<file path="src/design/sic_pkg.sv">
// package: constants, states and carriers of the solenoid interlock controller
package sic_pkg;
	// ************************************************************
	// timing
	// ************************************************************
	localparam int unsigned CLK_HZ        = 125_000_000;
	localparam int unsigned TICK_US       = 1000;
	localparam int unsigned TICK_CYC      = CLK_HZ / 1_000_000 * TICK_US;
	localparam int unsigned TEACH_S       = 10;
	localparam int unsigned TEACH_MS      = TEACH_S * 1000;
	localparam int unsigned POWER_OFF_MIN = 5;
	localparam int unsigned POWER_OFF_MS  = POWER_OFF_MIN * 60_000;
	localparam int unsigned INHIBIT_MIN   = 10;
	localparam int unsigned INHIBIT_MS    = INHIBIT_MIN * 60_000;
	localparam int unsigned WARN_MIN      = 30;
	localparam int unsigned WARN_MS       = WARN_MIN * 60_000;
	localparam int unsigned BLINK1_HZ     = 1;
	localparam logic [9:0]  BLINK1_PER    = 10'(1000 / BLINK1_HZ);
	localparam logic [9:0]  BLINK1_ON     = 10'(500 / BLINK1_HZ);
	localparam int unsigned BLINK3_HZ     = 3;
	localparam logic [9:0]  BLINK3_PER    = 10'(1000 / BLINK3_HZ);
	localparam logic [9:0]  BLINK3_ON     = 10'(250 / BLINK3_HZ);
	localparam int unsigned FLASH_ON_MS   = 200;
	localparam int unsigned FLASH_SLOT_MS = 400;
	localparam logic [8:0]  FLASH_ON      = 9'(FLASH_ON_MS);
	localparam logic [8:0]  FLASH_SLOT    = 9'(FLASH_SLOT_MS);
	localparam logic [3:0]  FLASH_PAUSE   = 4'h3;
	// ************************************************************
	// red flash codes
	// ************************************************************
	localparam logic [2:0] CODE_NONE     = 3'h0;
	localparam logic [2:0] CODE_OUT_A    = 3'h1;
	localparam logic [2:0] CODE_OUT_B    = 3'h2;
	localparam logic [2:0] CODE_CROSS    = 3'h3;
	localparam logic [2:0] CODE_TEMP     = 3'h4;
	localparam logic [2:0] CODE_ACTUATOR = 3'h5;
	localparam logic [2:0] CODE_HANDLE   = 3'h6;
	localparam logic [2:0] CODE_INTERNAL = 3'h7;
	// ************************************************************
	// carriers
	// ************************************************************
	localparam int ACT_CODE_W = 8;
	typedef struct packed {
		logic test_fail_a;
		logic test_fail_b;
		logic volt_a;
		logic volt_b;
		logic cross_short;
		logic over_temp;
		logic rfid_fault;
		logic internal_fault;
	} sic_fault_t;
	typedef struct packed {
		logic [ACT_CODE_W-1:0] code;
		logic                  valid;
		logic                  pending;
		logic                  inhibit;
	} sic_nv_t;
	typedef struct packed {
		logic green;
		logic red;
		logic yellow;
	} sic_led_t;
	localparam sic_nv_t  NV_RESET  = '0;
	localparam sic_led_t LED_RESET = '0;
	typedef enum logic [2:0] {ST_LOAD, ST_RUN, ST_TEACH, ST_OFF_REQ, ST_ABORT} sic_state_t;
endpackage

</file>
<file path="src/design/sic_controller.sv">
// module: supervisory state machine of the solenoid interlock
// Functional notes
// - actuator in range after power-up on coded unit: teach, green off, red on, yellow 1 Hz
// - after ten seconds of teach, yellow short 3 Hz blinks request power removal
// - no power removal within five minutes: abort teach, show five red flashes
// - after power returns, learned code is activated only when that actuator is seen again
// - one-time variant keeps pairing; repeatable variant allows unlimited re-teach
// - teaching a new actuator invalidates the old stored code
// - after re-teach hold ten-minute inhibit; green blinks until expiry and detection
// - power loss during inhibit restarts the full ten minutes
// - no locking while rotary handle is in an intermediate position
// - magnet command unlocks (power to unlock) or locks (power to lock)
// - lock-monitoring variant: outputs off on unlock, back on when relocked
// - door-monitoring variant: outputs off only when the guard opens
// - safety input missing: green blinks 1 Hz, red off, yellow shows guard state
// - internal error disables outputs; cleared by opening and re-closing guard
// - warning drops diagnostic output; after thirty minutes outputs switch off
// - a warning clears itself once its cause is gone
// - diagnostic and output levels follow guard open, closed, unlockable, locked
// - warnings flash 1 to 4 red pulses and escalate after thirty minutes
// - immediate faults flash 5 or 6 pulses; internal defect shows continuous red
// - output fault on failed self-test or voltage on a disabled output
`timescale 1ns/1ps
`default_nettype none
module sic_controller #(
	parameter int unsigned TICK_CYCLES  = sic_pkg::TICK_CYC,
	parameter int unsigned TEACH_TICKS  = sic_pkg::TEACH_MS,
	parameter int unsigned POWEROFF_TKS = sic_pkg::POWER_OFF_MS,
	parameter int unsigned INHIBIT_TKS  = sic_pkg::INHIBIT_MS,
	parameter int unsigned WARN_TICKS   = sic_pkg::WARN_MS
) (
	input  wire logic                             mclk,
	input  wire logic                             reset,
	input  wire logic                             individual_coded,
	input  wire logic                             teach_repeatable,
	input  wire logic                             power_to_lock,
	input  wire logic                             door_monitor,
	input  wire logic                             safety_input_a,
	input  wire logic                             safety_input_b,
	input  wire logic                             magnet_cmd,
	input  wire logic                             actuator_in_range,
	input  wire logic [sic_pkg::ACT_CODE_W-1:0]   act_code,
	input  wire logic                             guard_closed,
	input  wire logic                             guard_locked,
	input  wire logic                             handle_defined,
	input  wire sic_pkg::sic_fault_t              faults,
	input  wire sic_pkg::sic_nv_t                 nv_in,
	output var  sic_pkg::sic_nv_t                 nv_out,
	output logic                                  nv_write,
	output logic                                  safety_output_a,
	output logic                                  safety_output_b,
	output logic                                  diag_output,
	output logic                                  lock_drive,
	output var  sic_pkg::sic_led_t                leds
);
	// ************************************************************
	// time base: millisecond tick, blink patterns, flash codes
	// ************************************************************
	logic [31:0] tick_cnt, next_tick_cnt;
	logic        tick, next_tick;
	logic [9:0]  b1_ms, next_b1_ms, b3_ms, next_b3_ms;
	logic [8:0]  fl_sub, next_fl_sub;
	logic [3:0]  fl_idx, next_fl_idx;
	logic [2:0]  fl_n, next_fl_n;
	logic [2:0]  code_show;
	logic        blink1, blink3, flash_on;

	always_comb begin
		next_tick_cnt = tick_cnt + 32'h1;
		next_tick     = 1'b0;
		if (tick_cnt == TICK_CYCLES - 1) begin
			next_tick_cnt = '0;
			next_tick     = 1'b1;
		end
		next_b1_ms  = b1_ms;
		next_b3_ms  = b3_ms;
		next_fl_sub = fl_sub;
		next_fl_idx = fl_idx;
		next_fl_n   = fl_n;
		if (code_show != fl_n) begin
			// restart the burst so a new code is never shown truncated
			next_fl_n   = code_show;
			next_fl_sub = '0;
			next_fl_idx = '0;
		end else if (tick) begin
			next_b1_ms  = (b1_ms == sic_pkg::BLINK1_PER - 10'h1) ? 10'h0 : b1_ms + 10'h1;
			next_b3_ms  = (b3_ms == sic_pkg::BLINK3_PER - 10'h1) ? 10'h0 : b3_ms + 10'h1;
			next_fl_sub = fl_sub + 9'h1;
			if (fl_sub == sic_pkg::FLASH_SLOT - 9'h1) begin
				next_fl_sub = '0;
				next_fl_idx = fl_idx + 4'h1;
				if (fl_idx == {1'b0, fl_n} + sic_pkg::FLASH_PAUSE - 4'h1) begin
					next_fl_idx = '0;
				end
			end
		end
	end

	always_ff @(posedge mclk) begin
		if (reset) begin
			tick_cnt <= '0;
			tick     <= 1'b0;
			b1_ms    <= '0;
			b3_ms    <= '0;
			fl_sub   <= '0;
			fl_idx   <= '0;
			fl_n     <= sic_pkg::CODE_NONE;
		end else begin
			tick_cnt <= next_tick_cnt;
			tick     <= next_tick;
			b1_ms    <= next_b1_ms;
			b3_ms    <= next_b3_ms;
			fl_sub   <= next_fl_sub;
			fl_idx   <= next_fl_idx;
			fl_n     <= next_fl_n;
		end
	end

	assign blink1   = b1_ms < sic_pkg::BLINK1_ON;
	assign blink3   = b3_ms < sic_pkg::BLINK3_ON;
	assign flash_on = (fl_idx < {1'b0, fl_n}) && (fl_sub < sic_pkg::FLASH_ON);

	// ************************************************************
	// supervision: teach-in, faults, lock and outputs
	// ************************************************************
	sic_pkg::sic_state_t st, next_st;
	sic_pkg::sic_nv_t    next_nv_out;
	sic_pkg::sic_led_t   next_leds;
	logic [31:0] st_ms, next_st_ms, inh_ms, next_inh_ms, warn_ms, next_warn_ms;
	logic [2:0]  err_code, next_err_code, warn_code, err_cause;
	logic        seen_ok, next_seen_ok, seen_open, next_seen_open;
	logic        next_nv_write, next_safe, next_diag, next_lock;
	logic        fault_a, fault_b, lock_req, inputs_ok, code_match, actuator_ok;
	logic        teach_ok, wrong_act, warn_exp, handle_fault;

	always_comb begin
		fault_a      = faults.test_fail_a | (faults.volt_a & ~safety_output_a);
		fault_b      = faults.test_fail_b | (faults.volt_b & ~safety_output_b);
		lock_req     = power_to_lock ? magnet_cmd : ~magnet_cmd;
		inputs_ok    = safety_input_a & safety_input_b;
		code_match   = act_code == nv_out.code;
		actuator_ok  = actuator_in_range & (~individual_coded | (nv_out.valid & code_match));
		teach_ok     = individual_coded & actuator_in_range & ~seen_ok & ~code_match
		             & (teach_repeatable | ~nv_out.valid);
		wrong_act    = individual_coded & actuator_in_range & ~actuator_ok & ~teach_ok
		             & ~(nv_out.pending & code_match);
		handle_fault = guard_closed & lock_req & ~handle_defined;
		if (faults.cross_short | (fault_a & fault_b))
			warn_code = sic_pkg::CODE_CROSS;
		else if (fault_a)
			warn_code = sic_pkg::CODE_OUT_A;
		else if (fault_b)
			warn_code = sic_pkg::CODE_OUT_B;
		else if (faults.over_temp)
			warn_code = sic_pkg::CODE_TEMP;
		else
			warn_code = sic_pkg::CODE_NONE;
		if (faults.internal_fault)
			err_cause = sic_pkg::CODE_INTERNAL;
		else if (handle_fault)
			err_cause = sic_pkg::CODE_HANDLE;
		else if (faults.rfid_fault | (wrong_act & st == sic_pkg::ST_RUN))
			err_cause = sic_pkg::CODE_ACTUATOR;
		else
			err_cause = sic_pkg::CODE_NONE;
		warn_exp = warn_ms >= WARN_TICKS;
		if (st == sic_pkg::ST_ABORT)
			code_show = sic_pkg::CODE_ACTUATOR;
		else if (err_code != sic_pkg::CODE_NONE)
			code_show = err_code;
		else
			code_show = warn_code;

		next_st       = st;
		next_nv_out   = nv_out;
		next_nv_write = 1'b0;
		next_seen_ok  = seen_ok;
		next_st_ms    = tick ? st_ms + 32'h1 : st_ms;
		next_inh_ms   = inh_ms;
		unique case (st)
			sic_pkg::ST_LOAD: begin
				next_nv_out = nv_in;
				next_st     = sic_pkg::ST_RUN;
			end
			sic_pkg::ST_RUN: begin
				next_st_ms = '0;
				if (actuator_ok)
					next_seen_ok = 1'b1;
				if (teach_ok) begin
					next_st = sic_pkg::ST_TEACH;
				end else if (individual_coded & nv_out.pending & actuator_in_range & code_match) begin
					next_nv_out.valid   = 1'b1;
					next_nv_out.pending = 1'b0;
					next_nv_write       = 1'b1;
				end
				// inhibit counts from zero after every power-up
				if (nv_out.inhibit) begin
					next_inh_ms = tick ? inh_ms + 32'h1 : inh_ms;
					if (inh_ms >= INHIBIT_TKS) begin
						next_nv_out.inhibit = 1'b0;
						next_nv_write       = 1'b1;
					end
				end
			end
			sic_pkg::ST_TEACH: begin
				if (st_ms >= TEACH_TICKS) begin
					next_st        = sic_pkg::ST_OFF_REQ;
					next_st_ms     = '0;
					next_nv_out    = '{code: act_code, valid: 1'b0, pending: 1'b1,
					                   inhibit: nv_out.valid | nv_out.inhibit};
					next_nv_write  = 1'b1;
				end
			end
			sic_pkg::ST_OFF_REQ: begin
				if (st_ms >= POWEROFF_TKS) begin
					next_st             = sic_pkg::ST_ABORT;
					next_nv_out.pending = 1'b0;
					next_nv_write       = 1'b1;
				end
			end
			sic_pkg::ST_ABORT: begin
				next_st_ms = st_ms;
			end
		endcase
		// warning timer is held at zero whenever no warning is present
		next_warn_ms = '0;
		if (warn_code != sic_pkg::CODE_NONE)
			next_warn_ms = (tick & ~warn_exp) ? warn_ms + 32'h1 : warn_ms;
		// a new cause wins over the reopen clear
		next_seen_open = seen_open;
		next_err_code  = err_code;
		if (err_cause != sic_pkg::CODE_NONE) begin
			next_err_code = err_cause;
		end else if (err_code != sic_pkg::CODE_NONE) begin
			if (!guard_closed)
				next_seen_open = 1'b1;
			else if (seen_open) begin
				next_err_code  = sic_pkg::CODE_NONE;
				next_seen_open = 1'b0;
			end
		end
		next_lock = guard_closed & handle_defined & lock_req;
		next_safe = inputs_ok & actuator_ok & ~nv_out.inhibit & ~nv_out.pending
		          & (st == sic_pkg::ST_RUN) & (err_code == sic_pkg::CODE_NONE)
		          & (err_cause == sic_pkg::CODE_NONE) & ~warn_exp
		          & guard_closed & (door_monitor | guard_locked);
		next_diag = guard_closed & handle_defined & (warn_code == sic_pkg::CODE_NONE)
		          & (err_code == sic_pkg::CODE_NONE) & (err_cause == sic_pkg::CODE_NONE)
		          & (st == sic_pkg::ST_RUN) & ~nv_out.inhibit;
		next_leds = '{green: 1'b1, red: 1'b0, yellow: 1'b0};
		if (st == sic_pkg::ST_TEACH || st == sic_pkg::ST_OFF_REQ) begin
			next_leds.green  = 1'b0;
			next_leds.red    = 1'b1;
			next_leds.yellow = (st == sic_pkg::ST_TEACH) ? blink1 : blink3;
		end else begin
			if (!inputs_ok || nv_out.inhibit || nv_out.pending)
				next_leds.green = blink1;
			if (code_show == sic_pkg::CODE_INTERNAL)
				next_leds.red = 1'b1;
			else if (code_show != sic_pkg::CODE_NONE)
				next_leds.red = flash_on;
			if (st == sic_pkg::ST_ABORT || err_code != sic_pkg::CODE_NONE || !guard_closed)
				next_leds.yellow = 1'b0;
			else
				next_leds.yellow = guard_locked ? 1'b1 : blink1;
		end
	end

	always_ff @(posedge mclk) begin
		if (reset) begin
			st              <= sic_pkg::ST_LOAD;
			nv_out          <= sic_pkg::NV_RESET;
			nv_write        <= 1'b0;
			seen_ok         <= 1'b0;
			seen_open       <= 1'b0;
			st_ms           <= '0;
			inh_ms          <= '0;
			warn_ms         <= '0;
			err_code        <= sic_pkg::CODE_NONE;
			safety_output_a <= 1'b0;
			safety_output_b <= 1'b0;
			diag_output     <= 1'b0;
			lock_drive      <= 1'b0;
			leds            <= sic_pkg::LED_RESET;
		end else begin
			st              <= next_st;
			nv_out          <= next_nv_out;
			nv_write        <= next_nv_write;
			seen_ok         <= next_seen_ok;
			seen_open       <= next_seen_open;
			st_ms           <= next_st_ms;
			inh_ms          <= next_inh_ms;
			warn_ms         <= next_warn_ms;
			err_code        <= next_err_code;
			safety_output_a <= next_safe;
			safety_output_b <= next_safe;
			diag_output     <= next_diag;
			lock_drive      <= next_lock;
			leds            <= next_leds;
		end
	end
endmodule
`default_nettype wire

</file>
<file path="config.mk">
export PLATFORM = sky130hd
export DESIGN_NAME = sic_controller
export DESIGN_NICKNAME = d
export VERILOG_FILES = /design/src/design/sic_pkg.sv /design/src/design/sic_controller.sv
export SDC_FILE = /design/constraint.sdc
export NUM_CORES = 1
export LEC_CHECK = 0
export BUFFER_PORTS_ARGS = -buffer_cell sky130_fd_sc_hd__buf_2
export CORE_ASPECT_RATIO = 2
export CORE_MARGIN = 2
export CORE_UTILIZATION = 45
export DETAILED_ROUTE_END_ITERATION = 8
export SKIP_LAST_GASP = 1
export SYNTH_ARGS = -nofsm -noshare
export SYNTH_HDL_FRONTEND = slang
export SYNTH_SLANG_ARGS = --single-unit
</file>
<file path="constraint.sdc">
create_clock -name mclk -period 5.3 [get_ports mclk]
set_input_delay 0.265 -clock mclk [delete_from_list [all_inputs] [get_ports mclk]]
set_output_delay 0.265 -clock mclk [all_outputs]
set_load 0.05 [all_outputs]
</file>
==> impl_metrics.toml, run 1 <==
[final_layout]
num-fill-cells = 2021
regArea_sq_um = 3824
area_delta_synth_final_pct = 11.53
multi_input_area_sq_um = 5106
diodes = 0
final_nets = 1201
drive_gt1_share_pct = 9.248

[timing]
slew_headroom_pct = 36.39
skew_ps = 10.95
fmax_ghz = 0.3468
fin_hold_ws_ps = 72.14
tns_ps = 0
maxSlewViolCount = 0
rsz0062_at_grt = "false"
finalCritPeriodShare_pct = 54.41
worstMarginPinSlew_ps = 952.9
setup_viol = 0
hold_viol = 0
fin_crit_ps = 2884

[yosys]
ys_seq_area_share_pct = 41.22
synthTopCellsByArea = "dfxtp_1 (41%), nor2_1 (7.2%), xor2_1 (6.4%), xnor2_1 (5.2%), nand3_1 (3.7%)"
ys_seq_elements = 191
ys.flop_type = "dfxtp_1"
synthesis.nets = 1167
yosysWarnings = 0
async_reset_ff_share_pct = 0
ys_types = 64
syn_inst = 1111
synth_top_area_share_pct = 41.22
syn-mean-instance-area_sq_um = 8.348
yosysTopAreaCell = "dfxtp_1"
synth_area_sq_um = 9275
synth-edff-count = 0

[power_and_ir_drop]
power.leakage_nw = 3.754
irDropWorstVdd_mv = 0.2924
power.density_nw_per_um2 = 297.3

[worst_hold_path]
worstHoldPathType = "primary input to flip-flop"
holdCritStartpoint = "nv_in[2]"
min_path_cells = 3
holdPathEnd = "nv_out[2]"

[clocking]
clock-root-buffer = "clkbuf_16"
cts_setup_buffers = 0
cts_buffer_depth = 2
clock_latency_ps = 450
cts_inserted_buffers = 17
htreeDepth = 4
post_cts_resized = 0
cts_hold_buf = 0
cts_tree = "built"
cts_sinks = 191
path_clk_slew_ps = 70

[setup_path]
r2r-end = "b3_ms[9]"
critPathMaxFanout = 27
path_class = "flip-flop to flip-flop"
r2r_setup_slack_ps = 2420
slowest_delay_ps = 800
reg2reg_from = "st[2]"
startpoint_type = "flip-flop"
crit_buf_inv = 0
required_ps = 5680
worstPathArrival_ps = 3260
worstRegToRegCells = 6
crit_chain = "or3b_1 -> o21ai_1 -> o21ai_0 -> a2111o_1 -> or4_1 -> a21oi_1"
critPathCaptureType = "flip-flop"
critical_path.top_delay_family = "compound AO/OA/AOI/OAI gates"
slowest_stage = "a2111o_1"

[routing]
drtIter0Drc = 381
postRouteWirelength_mm = 22.23
via_per_inst = 5.585
avgRoutedWirePerCell_um = 15.62
dr.pass1.iters = 4
antenna_left = 0
drc = 0
routed-via-count = 7948

[grt]
grt_usage_pct = 21.10
grt_max_degree = 57
grt_pass1_vias = 7830
grt_overflow = 0
grt_pass1_wl_mm = 37.54
grt_antenna_before_repair = 0

[die]
core_sq_um = 20370
start_util_pct = 45.53
placementRows = 74
die_w_um = 105.5
dieHeight_um = 207.0
die-area_sq_um = 21850
io_pins = 59

[placed_design]
dpl.hpwl_mm = 16.23
io_buffers = 58
gp_congestion = 0.8102

[status]
status = "complete, no violations"

[job]
maxCapViolCount = 0
## routing by layer
| metal | routed length, um | track usage [%] | part of all wire (%) |
|---|---|---|---|
| met5 | 0 | 0 | 0 |
| met4 | 400 | 7.305 | 1.8 |
| met3 | 694 | 4.626 | 3.1 |
| met2 | 12140 | 40.20 | 55 |
| met1 | 8992 | 22.31 | 40 |
## synth_stat cells (all sizes together) (4+ instances only)
| cell | instances |
|---|---|
| a211oi | 10 |
| a21oi | 32 |
| a311o | 5 |
| a311oi | 4 |
| a31oi | 8 |
| and2 | 21 |
| and3 | 29 |
| and4 | 14 |
| buf | 10 |
| clkbuf | 38 |
| dfxtp | 191 |
| ha | 16 |
| inv | 38 |
| mux2i | 11 |
| nand2 | 77 |
| nand2b | 4 |
| nand3 | 69 |
| nand4 | 36 |
| nor2 | 179 |
| nor2b | 7 |
| nor3 | 28 |
| nor4 | 33 |
| o21a | 6 |
| o21ai | 33 |
| o311ai | 8 |
| o31ai | 8 |
| o41ai | 4 |
| or3 | 11 |
| or4 | 13 |
| xnor2 | 55 |
| xor2 | 68 |
## worst register-to-register path, delay by kind of cell, from the launching register on
family             cells  cell delay, ps
DFF                    1             480
AOI/OAI and AO/OA      4            1270
and+or+nand+nor        2            1040
## worst max-delay path by stage
| stage | start | to | cells after the start |
|---|---|---|---|
| floorplan | safety_output_b | b1_ms[3] | 7 |
| global placement | act_code[2] | safety_output_b | 7 |
| detailed placement | st[1] | b1_ms[4] | 6 |
| CTS | st[2] | b3_ms[2] | 6 |
| global route | st[2] | b1_ms[4] | 6 |
| finish | st[2] | b3_ms[9] | 6 |
## report_power, final
part	leakage, nW	internal (mW)	switching, mW
logic	1.92	0.0786	0.177
clock network	0.291	0.770	0.561
registers	1.54	1.46	0.0288
total	3.75	2.31	0.767
## layout by cell type (no fill, tap or decap), types with 11 or more instances in the layout
| cell | n |
|---|---|
| and4_1 | 14 |
| mux2i_1 | 11 |
| xor2_1 | 68 |
| ha_1 | 16 |
| dfxtp_1 | 191 |
| or3_1 | 11 |
| nand3_1 | 69 |
| nand4_1 | 36 |
| xnor2_1 | 55 |
| inv_1 | 38 |
| clkbuf_16 | 17 |
| nand2_1 | 77 |
| a21oi_1 | 32 |
| nor4_1 | 32 |
| or4_1 | 13 |
| nor2_1 | 179 |
| nor3_1 | 28 |
| buf_2 | 58 |
| o21ai_0 | 31 |
| and3_1 | 29 |
| and2_1 | 21 |
## per-stage QoR
stage | area [sq um] | power (mW) | util, % | cells | setup slack [ps]
6_report | 10340 | 3.075 | 50.79 | 1423 | 2416
5_1_grt | 10340 | 3.186 | 50.79 | 1423 | 2223
4_1_cts | 10340 | 3.112 | 50.79 | 1423 | 2434
3_5_place_dp | 9733 | 1.779 | 47.78 | 1392 | 2463
3_3_place_gp | 9733 | 1.777 | 47.78 | 1392 | 2472
2_1_floorplan | 9275 | 1.698 | - | 1111 | 2822
## registers in the layout (all words and copies together) (netlist names), 3 cells and up
name and flops:
b1_ms 10, b3_ms 10, err_code 3, fl_idx 4, fl_n 3, fl_sub 9
inh_ms 32, leds 3, nv_out 11, st 3, st_ms 32, tick_cnt 32
warn_ms 32
## final cells by class
type | count | share of cell area, %
multi-input cells | 834 | 49.36
clock inverters | 7 | 0.9676
well taps | 266 | 3.217
flip-flops and latches | 191 | 36.96
repair buffers | 63 | 3.169
clock buffers | 24 | 4.947
inverters | 38 | 1.379
## logic make-up after synthesis
group                    share of synthesized area (%)
AND/OR/NAND/NOR                                  28.72
flip-flops                                       41.22
AO/OA/AOI/OAI                                    11.25
XOR/XNOR                                         11.61
buffers and inverters                            3.723
adder cells (fa/ha/maj)                          2.158
multiplexers                                     1.309
Note: power is estimated with default switching activity, not from simulation.
==> inputs of run 2 (changes only) <==
==> constraint.sdc (replaced) <==
create_clock -name mclk -period 2.65 [get_ports mclk]
set_input_delay 0.1325 -clock mclk [delete_from_list [all_inputs] [get_ports mclk]]
set_output_delay 0.1325 -clock mclk [all_outputs]
set_load 0.05 [all_outputs]
==> impl_metrics.toml, run 2 (synthesized netlist as in run 1, its figures left out) <==
[routing]
dr.pass1.iters = 5
drtIter0Drc = 305
avgRoutedWirePerCell_um = 15.40
routed-via-count = 8043
drc = 0
antenna_left = 0
postRouteWirelength_mm = 22.46
via_per_inst = 5.513

[timing]
setup_viol = 0
maxSlewViolCount = 0
skew_ps = 9.129
fin_crit_ps = 2507
hold_viol = 0
finalCritPeriodShare_pct = 94.61
fmax_ghz = 0.3988
rsz0062_at_grt = "false"
worstMarginPinSlew_ps = 682.1
fin_ws_ps = 142.7
tns_ps = 0
slew_headroom_pct = 54.53

[setup_path]
cp-startpoint = "st[0]"
startpoint_type = "flip-flop"
slowest_stage = "or4_1"
reg2reg_from = "st[0]"
crit_buf_inv = 1
critPathCaptureType = "flip-flop"
r2r-end = "b3_ms[2]"
worstPathArrival_ps = 2900
worstRegToRegCells = 7
crit_chain = "or3b_1 -> o21ai_1 -> o21ai_0 -> a2111o_1 -> buf_4 -> or4_1 -> a21oi_1"
slowest_delay_ps = 510
crit_path_end = "b3_ms[2]"
path_depth = 7
required_ps = 3040
critPathMaxFanout = 21
r2r_setup_slack_ps = 140
critical_path.top_delay_family = "compound AO/OA/AOI/OAI gates"
path_class = "flip-flop to flip-flop"

[placed_design]
dpl_cell_area_sq_um = 9963
dpl.hpwl_mm = 16.58
io_buffers = 58
place_worst_setup_slack_ps = 89.67
gp_congestion = 0.8205

[clocking]
path_clk_slew_ps = 70
clock-root-buffer = "clkbuf_16"
cts_buffer_depth = 2
cts_inserted_buffers = 17
cts_setup_buffers = 0
cts_tree = "built"
htreeDepth = 4
cts_sinks = 191
clock_latency_ps = 460

[power_and_ir_drop]
power.density_nw_per_um2 = 575.8
irDropWorstVdd_mv = 0.4695
power.leakage_nw = 3.926
design_power_total_mw = 6.118

[die]
dieHeight_um = 207.0
placementRows = 74
core_sq_um = 20370
start_util_pct = 45.53
die-area_sq_um = 21850
io_pins = 59
die_w_um = 105.5

[final_layout]
area_delta_synth_final_pct = 14.56
final_common_cell = "dfxtp_1"
final_nets = 1236
diodes = 0
num-fill-cells = 1991
post-route-util_pct = 52.16
fin_area_sq_um = 10630
multi_input_area_sq_um = 5125
drive_gt1_share_pct = 11.82
mostFrequentLayoutCells = "dfxtp_1 (191), nor2_1 (179), nand2_1 (77)"
regArea_sq_um = 3824

[worst_hold_path]
min_path_cells = 3
worstHoldPathType = "primary input to flip-flop"

[grt]
grt_max_degree = 64
grt_pass1_wl_mm = 37.63
grt_antenna_before_repair = 0
grt_pass1_vias = 7954
grt_usage_pct = 21.23
grt_overflow = 0

[job]
maxCapViolCount = 0

[status]
status = "complete, no violations"
run 2: cell types whose count changed in the layout (fill, tap and decap cells not counted), sizes merged:
cell / change
buf: +29
bufinv: -1
clkbuf: -6
clkinv: +1
clkinvlp: -1
dlygate4sd3: +6
inv: +8
run 2: through the flow:
stage                     hold slack [ps]  std cells
after global placement              416.7       1421
after detailed placement            411.3       1421
after CTS                           7.023       1459
after global routing                21.65       1459
after floorplan                     260.7       1111
final                               17.82       1459
run 2: what timing repair did:
action,CTS,global route
hold endpoints to repair,4,0
resized for setup,0,3
setup endpoints to repair,0,17
hold buffers,6,0
run 2: worst register-to-register path: stages (launching register included):
cell and delay (ps):
dfxtp_1 310, or3b_1 430, o21ai_1 160, o21ai_0 190, a2111o_1 470, buf_4 220, or4_1 520, a21oi_1 150
run 2: final cells by class:
type / instances / share of cell area, %
Timing Repair Buffer: 98 / 5.817
Clock inverter: 14 / 1.354
Sequential cell: 191 / 35.99
Inverter: 38 / 1.342
Tap cell: 266 / 3.132
Multi-Input combinational cell: 834 / 48.23
Clock buffer: 18 / 4.133
run 2: worst min-delay path by stage:
stage / slack [ps] / endpoint / startpoint
floorplan: 260 / lock_drive / handle_defined
global placement: 420 / nv_out[2] / nv_in[2]
detailed placement: 410 / nv_out[2] / nv_in[2]
CTS: 7 / leds[2] / safety_input_b
global route: 20 / leds[2] / safety_input_b
finish: 20 / leds[2] / safety_input_b
run 2: power breakdown:
group / internal, mW / switching (mW)
clock: 1.35 / 1.23
combinational: 0.187 / 0.376
sequential: 2.92 / 0.0502
total: 4.46 / 1.66
run 2: routing by layer:
layer	vias to the layer above	GRT usage (%)	wire, um
li1	4061	-	-
met1	3797	22.33	8839
met2	145	39.73	12210
met3	40	4.122	748
met4	0	9.846	662
met5	-	0	0
